==> config.mk <==
export PLATFORM = sky130hd
export DESIGN_NAME = irq_prio_regs
export DESIGN_NICKNAME = d
export VERILOG_FILES = /design/src/irq_prio_pkg.sv /design/src/event_latch.sv /design/src/irq_prio_regs.sv
export SDC_FILE = /design/constraint.sdc
export NUM_CORES = 1
export LEC_CHECK = 0
export BUFFER_PORTS_ARGS = -buffer_cell sky130_fd_sc_hd__buf_2
export CORE_ASPECT_RATIO = 0.5
export CORE_UTILIZATION = 51
export DETAILED_ROUTE_END_ITERATION = 6
export PLACE_DENSITY = 0.89
export SLEW_MARGIN = 20
export SYNTH_ARGS = -nofsm -noshare
export SYNTH_HDL_FRONTEND = slang
export SYNTH_HIERARCHICAL = 1
export SYNTH_SLANG_ARGS = --single-unit
export TNS_END_PERCENT = 100
==> constraint.sdc <==
create_clock -name pclk -period 6.4 [get_ports pclk]
set_clock_uncertainty 0.15 [all_clocks]
set_input_delay 0.32 -clock pclk [delete_from_list [all_inputs] [get_ports pclk]]
set_output_delay 0.32 -clock pclk [all_outputs]
set_load 0.01 [all_outputs]
==> src/irq_prio_pkg.sv <==
// Package: register map, field layout and carriers of the priority/enable block
package irq_prio_pkg;

   // Register indices as printed; the APB byte address is four times the index
   localparam int             ADDR_W          = 18;
   localparam logic [15:0]    IDX_PRIO_A      = 16'hff20;
   localparam logic [15:0]    IDX_PRIO_B      = 16'hff21;
   localparam logic [15:0]    IDX_TIMER_EN    = 16'hff22;
   localparam logic [15:0]    IDX_PERIPH_EN   = 16'hff23;
   localparam logic [15:0]    IDX_IRQ_STATUS  = 16'hff28;
   localparam logic [15:0]    IDX_IRQ_MASK    = 16'hff29;
   localparam logic [15:0]    IDX_IRQ_STATE   = 16'hff2a;

   localparam logic [ADDR_W-1:0] ADDR_PRIO_A     = {IDX_PRIO_A, 2'b00};
   localparam logic [ADDR_W-1:0] ADDR_PRIO_B     = {IDX_PRIO_B, 2'b00};
   localparam logic [ADDR_W-1:0] ADDR_TIMER_EN   = {IDX_TIMER_EN, 2'b00};
   localparam logic [ADDR_W-1:0] ADDR_PERIPH_EN  = {IDX_PERIPH_EN, 2'b00};
   localparam logic [ADDR_W-1:0] ADDR_IRQ_STATUS = {IDX_IRQ_STATUS, 2'b00};
   localparam logic [ADDR_W-1:0] ADDR_IRQ_MASK   = {IDX_IRQ_MASK, 2'b00};
   localparam logic [ADDR_W-1:0] ADDR_IRQ_STATE  = {IDX_IRQ_STATE, 2'b00};

   // Widths
   localparam int             REG_W           = 8;
   localparam int             NUM_SRC         = 16;
   localparam int             LEVEL_W         = 2;

   // Reset values
   localparam logic [7:0]     RST_BYTE        = 8'h00;
   localparam logic [15:0]    RST_HALF        = 16'h0000;
   localparam logic [1:0]     LEVEL_ZERO      = 2'h0;

   // Implemented bits; the rest read zero and ignore writes
   localparam logic [7:0]     PRIO_A_BITS     = 8'hff;
   localparam logic [7:0]     PRIO_B_BITS     = 8'h0f;
   localparam logic [7:0]     TIMER_EN_BITS   = 8'h7f;
   localparam logic [7:0]     PERIPH_EN_BITS  = 8'hff;
   localparam logic [15:0]    SRC_BITS        = {PERIPH_EN_BITS, TIMER_EN_BITS};

   // Source bit positions: {periph_irq_enables, timer_irq_enables}
   localparam int             SRC_SERIAL_TX   = 8;
   localparam int             SRC_SERIAL_RX   = 9;
   localparam int             SRC_SERIAL_ERR  = 10;
   localparam int             SRC_KEY_LOWER   = 11;
   localparam int             SRC_KEY_UPPER   = 12;
   localparam int             SRC_KEYPAIR     = 13;
   localparam int             SRC_PROGT_A     = 14;
   localparam int             SRC_PROGT_B     = 15;

   // Group membership of source bits
   localparam logic [15:0]    GRP_KEYLOW8     = 16'h1800;
   localparam logic [15:0]    GRP_SERIAL      = 16'h0700;
   localparam logic [15:0]    GRP_STOPWATCH   = 16'h0070;
   localparam logic [15:0]    GRP_CLOCKTIMER  = 16'h000f;
   localparam logic [15:0]    GRP_PROGTIMER   = 16'hc000;
   localparam logic [15:0]    GRP_KEYPAIR     = 16'h2000;

   // First priority register, msb first as in the byte
   typedef struct packed {
      logic [1:0] keylow8;
      logic [1:0] serial;
      logic [1:0] stopwatch;
      logic [1:0] clocktimer;
   } prio_a_t;

   // Second priority register, low nibble
   typedef struct packed {
      logic [1:0] progtimer;
      logic [1:0] keypair;
   } prio_b_t;

   // Timer enables, bit 7 unused
   typedef struct packed {
      logic       unused;
      logic       sw_hundred_hz_en;
      logic       sw_ten_hz_en;
      logic       sw_one_hz_en;
      logic       ct_per_minute_en;
      logic       ct_eight_hz_en;
      logic       ct_two_hz_en;
      logic       ct_one_hz_en;
   } timer_en_t;

   typedef struct packed {
      logic       progtimer_b_en;
      logic       progtimer_a_en;
      logic       keypair_irq_en;
      logic       key_upper_nibble_en;
      logic       key_lower_nibble_en;
      logic       serial_error_en;
      logic       serial_receive_en;
      logic       serial_transmit_en;
   } periph_en_t;

endpackage

==> src/event_latch.sv <==
// Sticky event flags with write-one-to-clear, set wins over clear
`timescale 1ns/1ps
module event_latch
   import irq_prio_pkg::*;
#(
   parameter int          WIDTH = NUM_SRC
) (
   input  wire logic              pclk,
   input  wire logic              presetn,
   input  wire logic              ce,
   input  wire logic [WIDTH-1:0]  set_vec,
   input  wire logic [WIDTH-1:0]  clr_vec,
   output logic      [WIDTH-1:0]  flags
);

   genvar i;
   generate
      for (i = 0; i < WIDTH; i++) begin : g_flag
         // An event in the clearing cycle is kept
         always_ff @(posedge pclk or negedge presetn) begin
            if (!presetn) begin
               flags[i] <= 1'b0;
            end else if (ce) begin
               if (set_vec[i]) begin
                  flags[i] <= 1'b1;
               end else if (clr_vec[i]) begin
                  flags[i] <= 1'b0;
               end
            end
         end
      end
   endgenerate

endmodule

==> src/irq_prio_regs.sv <==
// Interrupt priority and enable registers with APB access and pending logic
//
// Behaviour
// - Two-bit R/W priority for eight-line key group, value equals level.
// - Two-bit R/W priority for serial interface group, levels 0 to 3.
// - Two-bit R/W priority for stopwatch timer group, levels 0 to 3.
// - Clock timer priority sits in bits 1:0 of the first register.
// - Programmable timer priority sits in bits 3:2 of second register.
// - Two-line key priority sits in bits 1:0 of second register.
// - Stopwatch 100 Hz, 10 Hz, 1 Hz enable bits; one enables.
// - Clock timer minute, 8 Hz, 2 Hz, 1 Hz enables in bits 3:0.
// - Programmable timer 1 and 0 enables in bits 7:6 of second enables.
// - Separate enables for key pair, upper and lower key nibbles.
// - Serial error, receive bit 1 and transmit bit 0 enables.
`timescale 1ns/1ps
module irq_prio_regs
   import irq_prio_pkg::*;
(
   input  wire logic                pclk,
   input  wire logic                presetn,
   input  wire logic                ce,
   input  wire logic                psel,
   input  wire logic                penable,
   input  wire logic                pwrite,
   input  wire logic [ADDR_W-1:0]   paddr,
   input  wire logic [31:0]         pwdata,
   input  wire logic [3:0]          pstrb,
   output logic      [31:0]         prdata,
   output logic                     pready,
   output logic                     pslverr,
   input  wire logic [NUM_SRC-1:0]  src_event,
   output prio_a_t                  prio_a,
   output prio_b_t                  prio_b,
   output timer_en_t                timer_en,
   output periph_en_t               periph_en,
   output logic      [LEVEL_W-1:0]  irq_level,
   output logic                     irq
);

   logic [NUM_SRC-1:0]  irq_status;
   logic [NUM_SRC-1:0]  irq_mask;
   logic [NUM_SRC-1:0]  status_set;
   logic [NUM_SRC-1:0]  status_clr;
   logic [NUM_SRC-1:0]  enables;
   logic [NUM_SRC-1:0]  pending;
   logic                setup;
   logic                wr_access;
   logic                lane0;
   logic                lane1;
   logic                hit;
   logic [31:0]         next_rdata;
   logic [LEVEL_W-1:0]  next_level;

   // APB phases; ready is registered from setup, so read data comes from a flop with no wait state
   assign setup     = psel & ~penable;
   assign wr_access = psel & penable & pready & pwrite;
   assign lane0     = pstrb[0];
   assign lane1     = pstrb[1];

   assign enables   = {periph_en, timer_en} & SRC_BITS;
   assign pending   = irq_status & irq_mask;

   // Address decode and read mux, sampled in the setup cycle
   always_comb begin
      hit        = 1'b1;
      next_rdata = 32'h0000_0000;
      case (paddr)
         ADDR_PRIO_A: begin
            next_rdata[REG_W-1:0] = prio_a & PRIO_A_BITS;
         end
         ADDR_PRIO_B: begin
            // Upper nibble has no storage
            next_rdata[REG_W-1:0] = {4'h0, prio_b} & PRIO_B_BITS;
         end
         ADDR_TIMER_EN: begin
            next_rdata[REG_W-1:0] = timer_en & TIMER_EN_BITS;
         end
         ADDR_PERIPH_EN: begin
            next_rdata[REG_W-1:0] = periph_en & PERIPH_EN_BITS;
         end
         ADDR_IRQ_STATUS: begin
            next_rdata[NUM_SRC-1:0] = irq_status;
         end
         ADDR_IRQ_MASK: begin
            next_rdata[NUM_SRC-1:0] = irq_mask;
         end
         ADDR_IRQ_STATE: begin
            next_rdata[LEVEL_W:0] = {irq, irq_level};
         end
         default: begin
            hit = 1'b0;
         end
      endcase
   end

   // Bus answer: pready one cycle after setup, error on unmapped address
   always_ff @(posedge pclk or negedge presetn) begin
      if (!presetn) begin
         pready  <= 1'b0;
         pslverr <= 1'b0;
         prdata  <= 32'h0000_0000;
      end else if (ce) begin
         pready <= setup;
         if (setup) begin
            pslverr <= ~hit;
            prdata  <= pwrite ? 32'h0000_0000 : next_rdata;
         end
      end
   end

   // Priority register A fields
   always_ff @(posedge pclk or negedge presetn) begin
      if (!presetn) begin
         prio_a <= prio_a_t'(RST_BYTE);
      end else if (ce) begin
         if (wr_access && lane0 && paddr == ADDR_PRIO_A) begin
            prio_a.keylow8    <= pwdata[7:6];
            prio_a.serial     <= pwdata[5:4];
            prio_a.stopwatch  <= pwdata[3:2];
            prio_a.clocktimer <= pwdata[1:0];
         end
      end
   end

   // Priority register B fields
   always_ff @(posedge pclk or negedge presetn) begin
      if (!presetn) begin
         prio_b <= prio_b_t'(RST_BYTE[3:0]);
      end else if (ce) begin
         if (wr_access && lane0 && paddr == ADDR_PRIO_B) begin
            prio_b.progtimer <= pwdata[3:2];
            prio_b.keypair   <= pwdata[1:0];
         end
      end
   end

   // Timer interrupt enables
   always_ff @(posedge pclk or negedge presetn) begin
      if (!presetn) begin
         timer_en <= timer_en_t'(RST_BYTE);
      end else if (ce) begin
         if (wr_access && lane0 && paddr == ADDR_TIMER_EN) begin
            timer_en.unused           <= 1'b0;
            timer_en.sw_hundred_hz_en <= pwdata[6];
            timer_en.sw_ten_hz_en     <= pwdata[5];
            timer_en.sw_one_hz_en     <= pwdata[4];
            timer_en.ct_per_minute_en <= pwdata[3];
            timer_en.ct_eight_hz_en   <= pwdata[2];
            timer_en.ct_two_hz_en     <= pwdata[1];
            timer_en.ct_one_hz_en     <= pwdata[0];
         end
      end
   end

   // Peripheral interrupt enables
   always_ff @(posedge pclk or negedge presetn) begin
      if (!presetn) begin
         periph_en <= periph_en_t'(RST_BYTE);
      end else if (ce) begin
         if (wr_access && lane0 && paddr == ADDR_PERIPH_EN) begin
            periph_en.progtimer_b_en      <= pwdata[7];
            periph_en.progtimer_a_en      <= pwdata[6];
            periph_en.keypair_irq_en      <= pwdata[5];
            periph_en.key_upper_nibble_en <= pwdata[4];
            periph_en.key_lower_nibble_en <= pwdata[3];
            periph_en.serial_error_en     <= pwdata[2];
            periph_en.serial_receive_en   <= pwdata[1];
            periph_en.serial_transmit_en  <= pwdata[0];
         end
      end
   end

   // Mask register, both byte lanes
   always_ff @(posedge pclk or negedge presetn) begin
      if (!presetn) begin
         irq_mask <= RST_HALF;
      end else if (ce) begin
         if (wr_access && paddr == ADDR_IRQ_MASK) begin
            if (lane0) begin
               irq_mask[7:0] <= pwdata[7:0] & SRC_BITS[7:0];
            end
            if (lane1) begin
               irq_mask[15:8] <= pwdata[15:8] & SRC_BITS[15:8];
            end
         end
      end
   end

   // Sources are only latched while enabled, so a disabled source is silent
   assign status_set = src_event & enables;

   always_comb begin
      status_clr = '0;
      if (wr_access && paddr == ADDR_IRQ_STATUS) begin
         status_clr = pwdata[NUM_SRC-1:0] & {{8{lane1}}, {8{lane0}}};
      end
   end

   event_latch #(
      .WIDTH   (NUM_SRC)
   ) u_event_latch (
      .pclk    (pclk),
      .presetn (presetn),
      .ce      (ce),
      .set_vec (status_set),
      .clr_vec (status_clr),
      .flags   (irq_status)
   );

   function automatic logic [LEVEL_W-1:0] raise(
      input logic [LEVEL_W-1:0] cur,
      input logic [NUM_SRC-1:0] pend,
      input logic [NUM_SRC-1:0] grp,
      input logic [LEVEL_W-1:0] lvl
   );
      raise = ((|(pend & grp)) && lvl > cur) ? lvl : cur;
   endfunction

   // Highest programmed level among pending groups
   always_comb begin
      next_level = LEVEL_ZERO;
      next_level = raise(next_level, pending, GRP_KEYLOW8, prio_a.keylow8);
      next_level = raise(next_level, pending, GRP_SERIAL, prio_a.serial);
      next_level = raise(next_level, pending, GRP_STOPWATCH,
                         prio_a.stopwatch);
      next_level = raise(next_level, pending, GRP_CLOCKTIMER,
                         prio_a.clocktimer);
      next_level = raise(next_level, pending, GRP_PROGTIMER,
                         prio_b.progtimer);
      next_level = raise(next_level, pending, GRP_KEYPAIR, prio_b.keypair);
   end

   // Registered outputs lag the status by one cycle
   always_ff @(posedge pclk or negedge presetn) begin
      if (!presetn) begin
         irq       <= 1'b0;
         irq_level <= LEVEL_ZERO;
      end else if (ce) begin
         irq       <= |pending;
         irq_level <= next_level;
      end
   end

endmodule

Word level (Yosys, flattened, before mapping)
Index checks and enable logic that the tools add are counted.

Bits in read-only memories: 0. Bits in latches: 0. RAM bits: 0. Bits in registers: 95. Word-level logic and storage cells: 169. Bits of input ports: 76. Memories kept: 0. Output and inout bits: 65.

Multipliers: 0. Magnitude comparators: 6. Reductions and logical operators: 59. Add/subtract/negate cells: 0. Div/mod/pow operators: 0. Muxes and demuxes: 44. Bitwise operators: 9. Shift operators: 0. Equality and inequality tests: 7.

Operator list (number): equality test 18 bit (second input constant) (7); AND 16 bit (3); AND reduction 2 bit (21); two-way mux 1 bit (33); two-way mux 16 bit (2); nonzero test 2 bit (16); one-hot mux 5 bit (6 select lines) (1); one-hot mux 3 bit (7 select lines) (1); one-hot mux 8 bit (2 select lines) (1); OR reduction 16 bit (1); logical AND 1 bit (13); two-way mux 2 bit (6); > comparator 2 bit (5); OR reduction 7 bit (1); AND reduction 3 bit (2); OR reduction 3 bit (2); AND 1 bit (4); OR reduction 2 bit (2); OR reduction 4 bit (1); > comparator 2 x 1 -> 1 bit (second input constant) (1); inverter 1 bit (2).

Logic depth before layout (Yosys ltp)
Gate-level depths: netlist (run 1).

Depth after elaboration: 19. Gate-level depth with buffers: 30. Mapped depth without buffers: 30.

Hierarchy
The synthesis (run 1) kept the hierarchy.

Modules (own cells, without submodules): irq_prio_regs (sequential area each 1576.5 um^2, instances 1, area each 3694.8 um^2, cells each 345); event_latch (sequential area each 400.4 um^2, instances 1, area each 628.1 um^2, cells each 51).

Least setup slack after synthesis (run 1)
OpenSTA, ideal clock, no wires.

Kind: register -> register. Start: reg irq_mask[11]. End: reg irq_level[1]. Buffers on the path: 0. Data required time: 6.125 ns. Setup slack: 0.620 ns. Data arrival time: 5.505 ns. Setup time: 0.125 ns. Clock period less this slack: 5.780 ns. Stages on the path, launching flop included: 29. Cell sequence: dfrtp_1 a22o_1 and2_1 inv_1 ha_1 a221o_1 mux2i_1 inv_1 ha_1 nor3_1 o211ai_1 o22a_1 and2_1 ha_1 or2_2 maj3_2 or3_4 nand2_1 ha_1 nor3b_1 o22ai_1 nor2_1 a31oi_1 ha_1 a21oi_1 o21ai_0 nor2_1 a21oi_1 mux2_2.

Longest elaborated chain between the ends: 19.

RTL lines: start: declaration (line irq_prio_regs.sv:41) `logic [NUM_SRC-1:0] irq_mask;`; start signal: assignment (line irq_prio_regs.sv:183) `irq_mask[15:8] <= pwdata[15:8] & SRC_BITS[15:8];`; AND 16 bit * (line irq_prio_regs.sv:61) `assign pending = irq_status & irq_mask;`; OR reduction 2 bit * (line irq_prio_regs.sv:216) `raise = ((|(pend & grp)) && lvl > cur) ? lvl : cur;`; logical AND 1 bit * (line irq_prio_regs.sv:216); two-way mux 2 bit * (line irq_prio_regs.sv:216); > comparator 2 bit (line irq_prio_regs.sv:216); logical AND 1 bit (line irq_prio_regs.sv:216); two-way mux 2 bit * (line irq_prio_regs.sv:216); > comparator 2 bit (line irq_prio_regs.sv:216); [3 not listed]; logical AND 1 bit (line irq_prio_regs.sv:216); two-way mux 2 bit * (line irq_prio_regs.sv:216); > comparator 2 bit (line irq_prio_regs.sv:216); logical AND 1 bit (line irq_prio_regs.sv:216); two-way mux 2 bit * (line irq_prio_regs.sv:216); > comparator 2 bit (line irq_prio_regs.sv:216); logical AND 1 bit (line irq_prio_regs.sv:216); two-way mux 2 bit * (line irq_prio_regs.sv:216); end signal: assignment (line irq_prio_regs.sv:240) `irq_level <= next_level;`; end: declaration (line irq_prio_regs.sv:36) `output logic [LEVEL_W-1:0] irq_level,`.

Every way passes the cells marked *; elsewhere a longest branch is shown, timed or not. A chain may end at the register's enable or synchronous reset.

Worst setup path in the final report (run 1)
Ends and elaborated chain as after synthesis.

==> impl_metrics.json, run 1 <==
{
  "grt_overflow": 0,
  "yosysTopAreaCellShare_pct": 45.7,
  "min_period_ns": 6.55,
  "cts_sinks": 79,
  "route.detailed.drc": 0,
  "rr_startpoint": "irq_mask[11]",
  "cpPeakStageDelay_ns": 0.40,
  "synth_edf_count": 0,
  "totalWireLength_mm": 12.2,
  "layout.area.seq_sq_um": 1980,
  "setup_ws_ns": -0.147,
  "grt_pass1_wl_mm": 17.8,
  "hp-class": "in -> async",
  "synth_cell_types": 61,
  "hold_violations": 6,
  "yosysSeqAreaShare_pct": 45.7,
  "die_h_microns": 67.1,
  "start_util_pct": 53.3,
  "grt_max_degree": 80,
  "layoutNonFillerInstCount": 618,
  "drv_slew": 0,
  "layout_common_cells": "buf_2 (103), dfrtp_1 (79), nand2_1 (47), and2_1 (35), mux2_2 (22)",
  "cts-root-buf": "clkbuf_16",
  "cp_slowest_cell": "dfrtp_1",
  "critPathRequiredTime_ns": 6.47,
  "cpMostUsedCell": "ha_4",
  "synth-seq-cells": 79,
  "cts_buffers": 9,
  "clk_latency_ns": 0.34,
  "num_antenna_cells": 0,
  "max_freq_mhz": 153,
  "rows": 23,
  "dp_hpwl_mm": 8.13,
  "multi_input_area_sq_um": 2270,
  "cp-start-kind": "flop",
  "p_total_mw": 1.05,
  "die_w_microns": 132,
  "status": "finished with violations",
  "place_inst": 599,
  "cts_tree": "done",
  "final_common_cell": "buf_2",
  "p_leak_nw": 2.69,
  "grtUsageTotal_pct": 27.1,
  "ys_top_cells_by_area": "dfrtp_1 (46%), mux2_2 (5.7%), mux2_1 (5.5%)",
  "area_delta_synth_final_pct": 22.0,
  "tightest_slew_ns": 1.05,
  "violations": "hold timing, setup timing",
  "drive_gt1_share_pct": 34.8,
  "startpoint": "irq_mask[11]",
  "fin_area_sq_um": 5270,
  "via_count": 3697,
  "end_kind": "flop",
  "grt_pass1_vias": 3459,
  "via_per_inst": 5.98,
  "crit_fanout": 4,
  "cts_max_path_buffers": 2,
  "first_pass_iters": 6,
  "ctsHoldBuffers": 0,
  "antenna_found_initial": 0,
  "yosys_warnings": 6,
  "critical_path.top_delay_family": "compound AO/OA/AOI/OAI gates",
  "setup_viol": 2,
  "synth-main-ff-cell": "dfrtp_1",
  "wire_per_inst_microns": 19.8,
  "clk_pin_slew_ns": 0.06,
  "post-route-period-util_pct": 102,
  "syn_inst": 396,
  "first_iter_violations": 487,
  "power.density_nw_per_um2": 199,
  "cts_max_level": 3,
  "synthesis.area_sq_um": 4320,
  "dieArea_sq_um": 8870,
  "max_slew_margin_pct": 29.8,
  "num-fill-cells": 585,
  "async_reset_ff_share_pct": 100,
  "hold_ws_ns": -0.0158,
  "io_buffers": 104,
  "ir_drop_mv": 0.140,
  "synth_largest_area_cell": "dfrtp_1",
  "cp.buffers_inverters": 3,
  "maxCapViolations": 0,
  "path_class": "reg -> reg",
  "globalplace.congestion": 0.895,
  "final_util_pct": 65.0,
  "cp.depth": 30,
  "syn_area_per_cell_sq_um": 10.9,
  "core_sq_um": 8120,
  "nets": 585,
  "place_area_sq_um": 4860,
  "ant_nets": 0,
  "reg2reg_depth": 30,
  "ios": 141,
  "cp.arrival_ns": 6.62
}
[timing repair]
action,4_1_cts,5_1_grt
buffers inserted,0,4
resized for setup,1,19
setup endpoints to repair,2,2
pin swaps,0,9
hold endpoints to repair,0,0
[cells by family (layout without fill, tap and decap cells)]
kind of cell / after synthesis / after routing / share of synthesized area, %
simple gates: 124 / 124 / 16.1
compound gates: 80 / 80 / 13.8
flops: 79 / 79 / 45.7
mux: 60 / 60 / 16.3
buf+inv: 44 / 137 / 5.73
fa+ha+maj: 8 / 8 / 2.29
other cells: 1 / 18 / 0.0867
[worst reg2reg max path: cells and delay by family, from the launching register on]
| kind | cells | cell delay [ns] |
|---|---|---|
| AO/OA/AOI/OAI | 10 | 1.87 |
| flip-flops | 1 | 0.40 |
| buffers and inverters | 3 | 0.33 |
| AND/OR/NAND/NOR | 9 | 1.58 |
| multiplexers | 2 | 0.53 |
| adder cells (fa/ha/maj) | 6 | 1.58 |
[synth_stat cells, drive strengths merged, types with 4 or more instances]
cell type / number
mux2i: 13
o21ai: 19
a22o: 22
inv: 12
a21oi: 5
a222oi: 5
buf: 24
dfrtp: 79
nand2: 47
o22ai: 5
mux2: 43
o211ai: 4
nor2: 8
clkbuf: 7
nor3: 8
and2: 35
nor3b: 5
mux4: 4
a22oi: 6
ha: 7
[metal layers]
metal	share of wire, %	vias to the layer above	track usage, %
met5	0	-	0
met4	3.1	0	13.8
met3	8.9	53	8.45
met2	48	228	42.7
met1	40	1791	34.3
li1	-	1625	-
[sequential cells by signal, indices dropped and copies added (netlist names)]
signal	cells
prio_a	8
prio_b	4
prdata	16
u_event_latch/flags	16
pready	1
timer_en	7
periph_en	8
irq_level	2
irq_mask	15
pslverr	1
irq	1
[power breakdown]
group          internal (mW)  leakage, nW  switching [mW]
registers              0.502         1.06         0.00147
clock network          0.293        0.136           0.190
logic                 0.0210         1.49          0.0416
[per-stage QoR]
| stage | setup WS (ns) | setup TNS, ns | hold slack [ns] |
|---|---|---|---|
| floorplan | 0.620 | 0 | -0.126 |
| global placement | 0.243 | 0 | 0.302 |
| detailed placement | 0.0640 | 0 | 0.314 |
| CTS | 0.00114 | 0 | 0.0290 |
| global route | -0.329 | -0.617 | 0.0607 |
| finish | -0.147 | -0.241 | -0.0158 |
[layout make-up]
type                    instances  share of cell area (%)
multi-input cells             290                    43.0
flip-flops and latches         79                    37.5
repair buffers                109                    10.6
clock buffers                  15                    5.27
well taps                     112                    2.66
inverters                      13                   0.996
[path summary, 6_finish.rpt]
kind,end,slack (ns)
max,irq_level[1],-0.15
min,u_event_latch/flags[8],-0.02
max reg2reg,irq_level[1],-0.15
min reg2reg,pslverr,0.33
max in group asynchronous,timer_en[3],5.48
min in group pclk,irq_mask[9],0.06
Note: power is estimated with default switching activity, not from simulation.
==> run 2: changes to the inputs <==
--- a/config.mk
+++ b/config.mk
@@ -7,9 +7,9 @@
 export LEC_CHECK = 0
 export BUFFER_PORTS_ARGS = -buffer_cell sky130_fd_sc_hd__buf_2
 export CORE_ASPECT_RATIO = 0.5
-export CORE_UTILIZATION = 51
+export CORE_UTILIZATION = 45
 export DETAILED_ROUTE_END_ITERATION = 6
-export PLACE_DENSITY = 0.89
+export PLACE_DENSITY = 0.81
 export SLEW_MARGIN = 20
 export SYNTH_ARGS = -nofsm -noshare
 export SYNTH_HDL_FRONTEND = slang
==> run 2 against run 1 <==
  * The flow finishes with violations (hold timing)
  * Non-clock buffer count is 1 higher
  * Sequential share of layout area is 0.098 points lower
  * Cell count is 0.81% higher
  * First-iteration DRC count is 46% lower
  * Die area is 13% higher
  * Design area is 0.26% higher
  * Register-to-register slack better by 0.23 ns
  * Fmax is 3.7% higher
  * Sequential power hardly changed
  * Flip-flop and latch count stayed put
  * Critical path depth stayed put
==> impl_metrics.json, run 2 (synthesis gave the netlist of run 1 again) <==
{
  "status": "finished with violations",
  "violations": "hold timing",
  "drv_slew": 0,
  "clk_pin_slew_ns": 0.06,
  "power.density_nw_per_um2": 206,
  "timing.rr.end": "irq_level[1]",
  "layoutNonFillerInstCount": 623,
  "reg_top3": "prdata (16), u_event_latch/flags (16), irq_mask (15)",
  "cts_max_path_buffers": 2,
  "globalplace.congestion": 0.814,
  "path_class": "reg -> reg",
  "grt_pass1_wl_mm": 17.6,
  "final_util_pct": 58.7,
  "ir_drop_mv": 0.157,
  "core_sq_um": 9010,
  "area_delta_synth_final_pct": 22.3,
  "cpPeakStageDelay_ns": 0.40,
  "tightest_slew_ns": 0.971,
  "ios": 141,
  "cp.depth": 30,
  "max_freq_mhz": 158,
  "internal_power_mw": 0.857,
  "pwr-share-seq_pct": 46.1,
  "p_leak_nw": 2.71,
  "rows": 24,
  "first_iter_violations": 262,
  "reg2reg_slack_ns": 0.09,
  "setup_viol": 0,
  "critPathRequiredTime_ns": 6.47,
  "grtUsageTotal_pct": 23.3,
  "pre_cts_ws_ns": 0.0244,
  "io_buffers": 104,
  "cts_buffers": 9,
  "cts_sinks": 79,
  "max_slew_margin_pct": 35.1,
  "drive_gt1_share_pct": 35.2,
  "hold_ws_ns": -0.0190,
  "cts_max_level": 3,
  "reg2reg_depth": 30,
  "wire_per_inst_microns": 18.3,
  "grt_overflow": 0,
  "grt_max_degree": 80,
  "cts-root-buf": "clkbuf_16",
  "cp.arrival_ns": 6.38,
  "start_util_pct": 48.0,
  "grt_use_met1_pct": 30.6,
  "setup_ws_ns": 0.0853,
  "cp_slowest_cell": "dfrtp_1",
  "die_h_microns": 71.3,
  "via_count": 3616,
  "dieArea_sq_um": 10000,
  "p_sw_share_pct": 21.5,
  "p_switching_mw": 0.234,
  "clk_latency_ns": 0.34,
  "cp.buffers_inverters": 3,
  "cpMostUsedCell": "ha_1",
  "use_met3_pct": 5.01,
  "ctsHoldBuffers": 0,
  "first_pass_iters": 4,
  "grt-busiest-layer": "met2",
  "nets": 586,
  "end_kind": "flop",
  "dp_hpwl_mm": 8.11,
  "num_antenna_cells": 0,
  "grt_pass1_vias": 3406,
  "critical_path.top_delay_family": "compound AO/OA/AOI/OAI gates",
  "post-route-period-util_pct": 98.7,
  "antenna_found_initial": 0,
  "cp-start-kind": "flop",
  "totalWireLength_mm": 11.4,
  "cts_tree": "done",
  "route.detailed.drc": 0,
  "tns_ns": 0,
  "hp-class": "in -> async",
  "die_w_microns": 141,
  "hold_violations": 7,
  "ant_nets": 0,
  "via_per_inst": 5.80,
  "rr_startpoint": "irq_mask[11]",
  "place_inst": 604,
  "layout_common_cells": "buf_2 (103), dfrtp_1 (79), nand2_1 (47), and2_1 (35), mux2_2 (22)",
  "comb_power_share_pct": 5.7,
  "use_met2_pct": 38.4,
  "crit_fanout": 4,
  "min_period_ns": 6.31,
  "final_common_cell": "buf_2",
  "maxCapViolations": 0,
  "clkPwrFrac_pct": 48.3
}
[run 2: changes by cell type in the layout (fill, tap and decap cells not counted)]
cell / delta
nor3_2: +1
ha_1: +1
clkbuf_8: -3
clkinvlp_4: -1
nor3_4: -1
inv_2: +1
inv_1: -1
clkinv_2: +3
ha_4: -1
buf_4: +1
bufinv_16: +2
clkinv_1: +1
clkbuf_1: -3
[run 2: stage by stage]
step / area, sq um / power (mW)
global route: 5290 / 1.12
global placement: 4860 / 0.573
detailed placement: 4860 / 0.574
floorplan: 4390 / 0.545
CTS: 5170 / 1.10
finish: 5290 / 1.09
[run 2: worst max path at each step]
stage | start | to | slack [ns]
final | irq_mask[11] | irq_level[1] | 0.09
after floorplan | irq_mask[11] | irq_level[1] | 0.62
after global routing | irq_mask[11] | irq_level[1] | -0.11
after detailed placement | irq_mask[11] | irq_level[1] | 0.02
after global placement | u_event_latch/flags[11] | irq_level[1] | 0.21
after CTS | irq_mask[11] | irq_level[1] | 0.004
[run 2: worst reg2reg max path: cells and delay by family (launching register included)]
family	cells	cell delay (ns)
AND/OR/NAND/NOR	9	1.49
AO/OA/AOI/OAI	10	1.78
flip-flops	1	0.40
multiplexers	2	0.54
buffers and inverters	3	0.29
adder cells (fa/ha/maj)	6	1.54
[run 2: layer usage]
metal | part of all wire (%) | wire (microns) | vias up
met4 | 1.6 | 186 | 0
li1 | - | - | 1634
met3 | 7.1 | 811 | 17
met2 | 48 | 5490 | 173
met5 | 0 | 0 | -
met1 | 43 | 4940 | 1792
[run 2: power by group through the flow]
stage	clock network, mW	registers, mW	logic (mW)
after global placement	0	0.512	0.0610
after floorplan	0	0.513	0.0328
after CTS	0.534	0.503	0.0623
after detailed placement	0	0.512	0.0621
after global routing	0.549	0.503	0.0686
final	0.527	0.503	0.0620
[run 2: timing repair]
action                     in CTS  in global routing
resized for setup               1                 17
buffers inserted                0                  5
pin swaps                       0                  9
setup endpoints to repair       1                  2
[run 2: cell type report]
| cell class | instances | area, sq um |
|---|---|---|
| Timing Repair Buffer | 110 | 568 |
| Clock buffer | 9 | 225 |
| Multi-Input combinational cell | 290 | 2250 |
| Clock inverter | 5 | 75.1 |
| Tap cell | 117 | 146 |
| Sequential cell | 79 | 1980 |
| Inverter | 13 | 48.8 |
| Fill cell | 746 | 3720 |
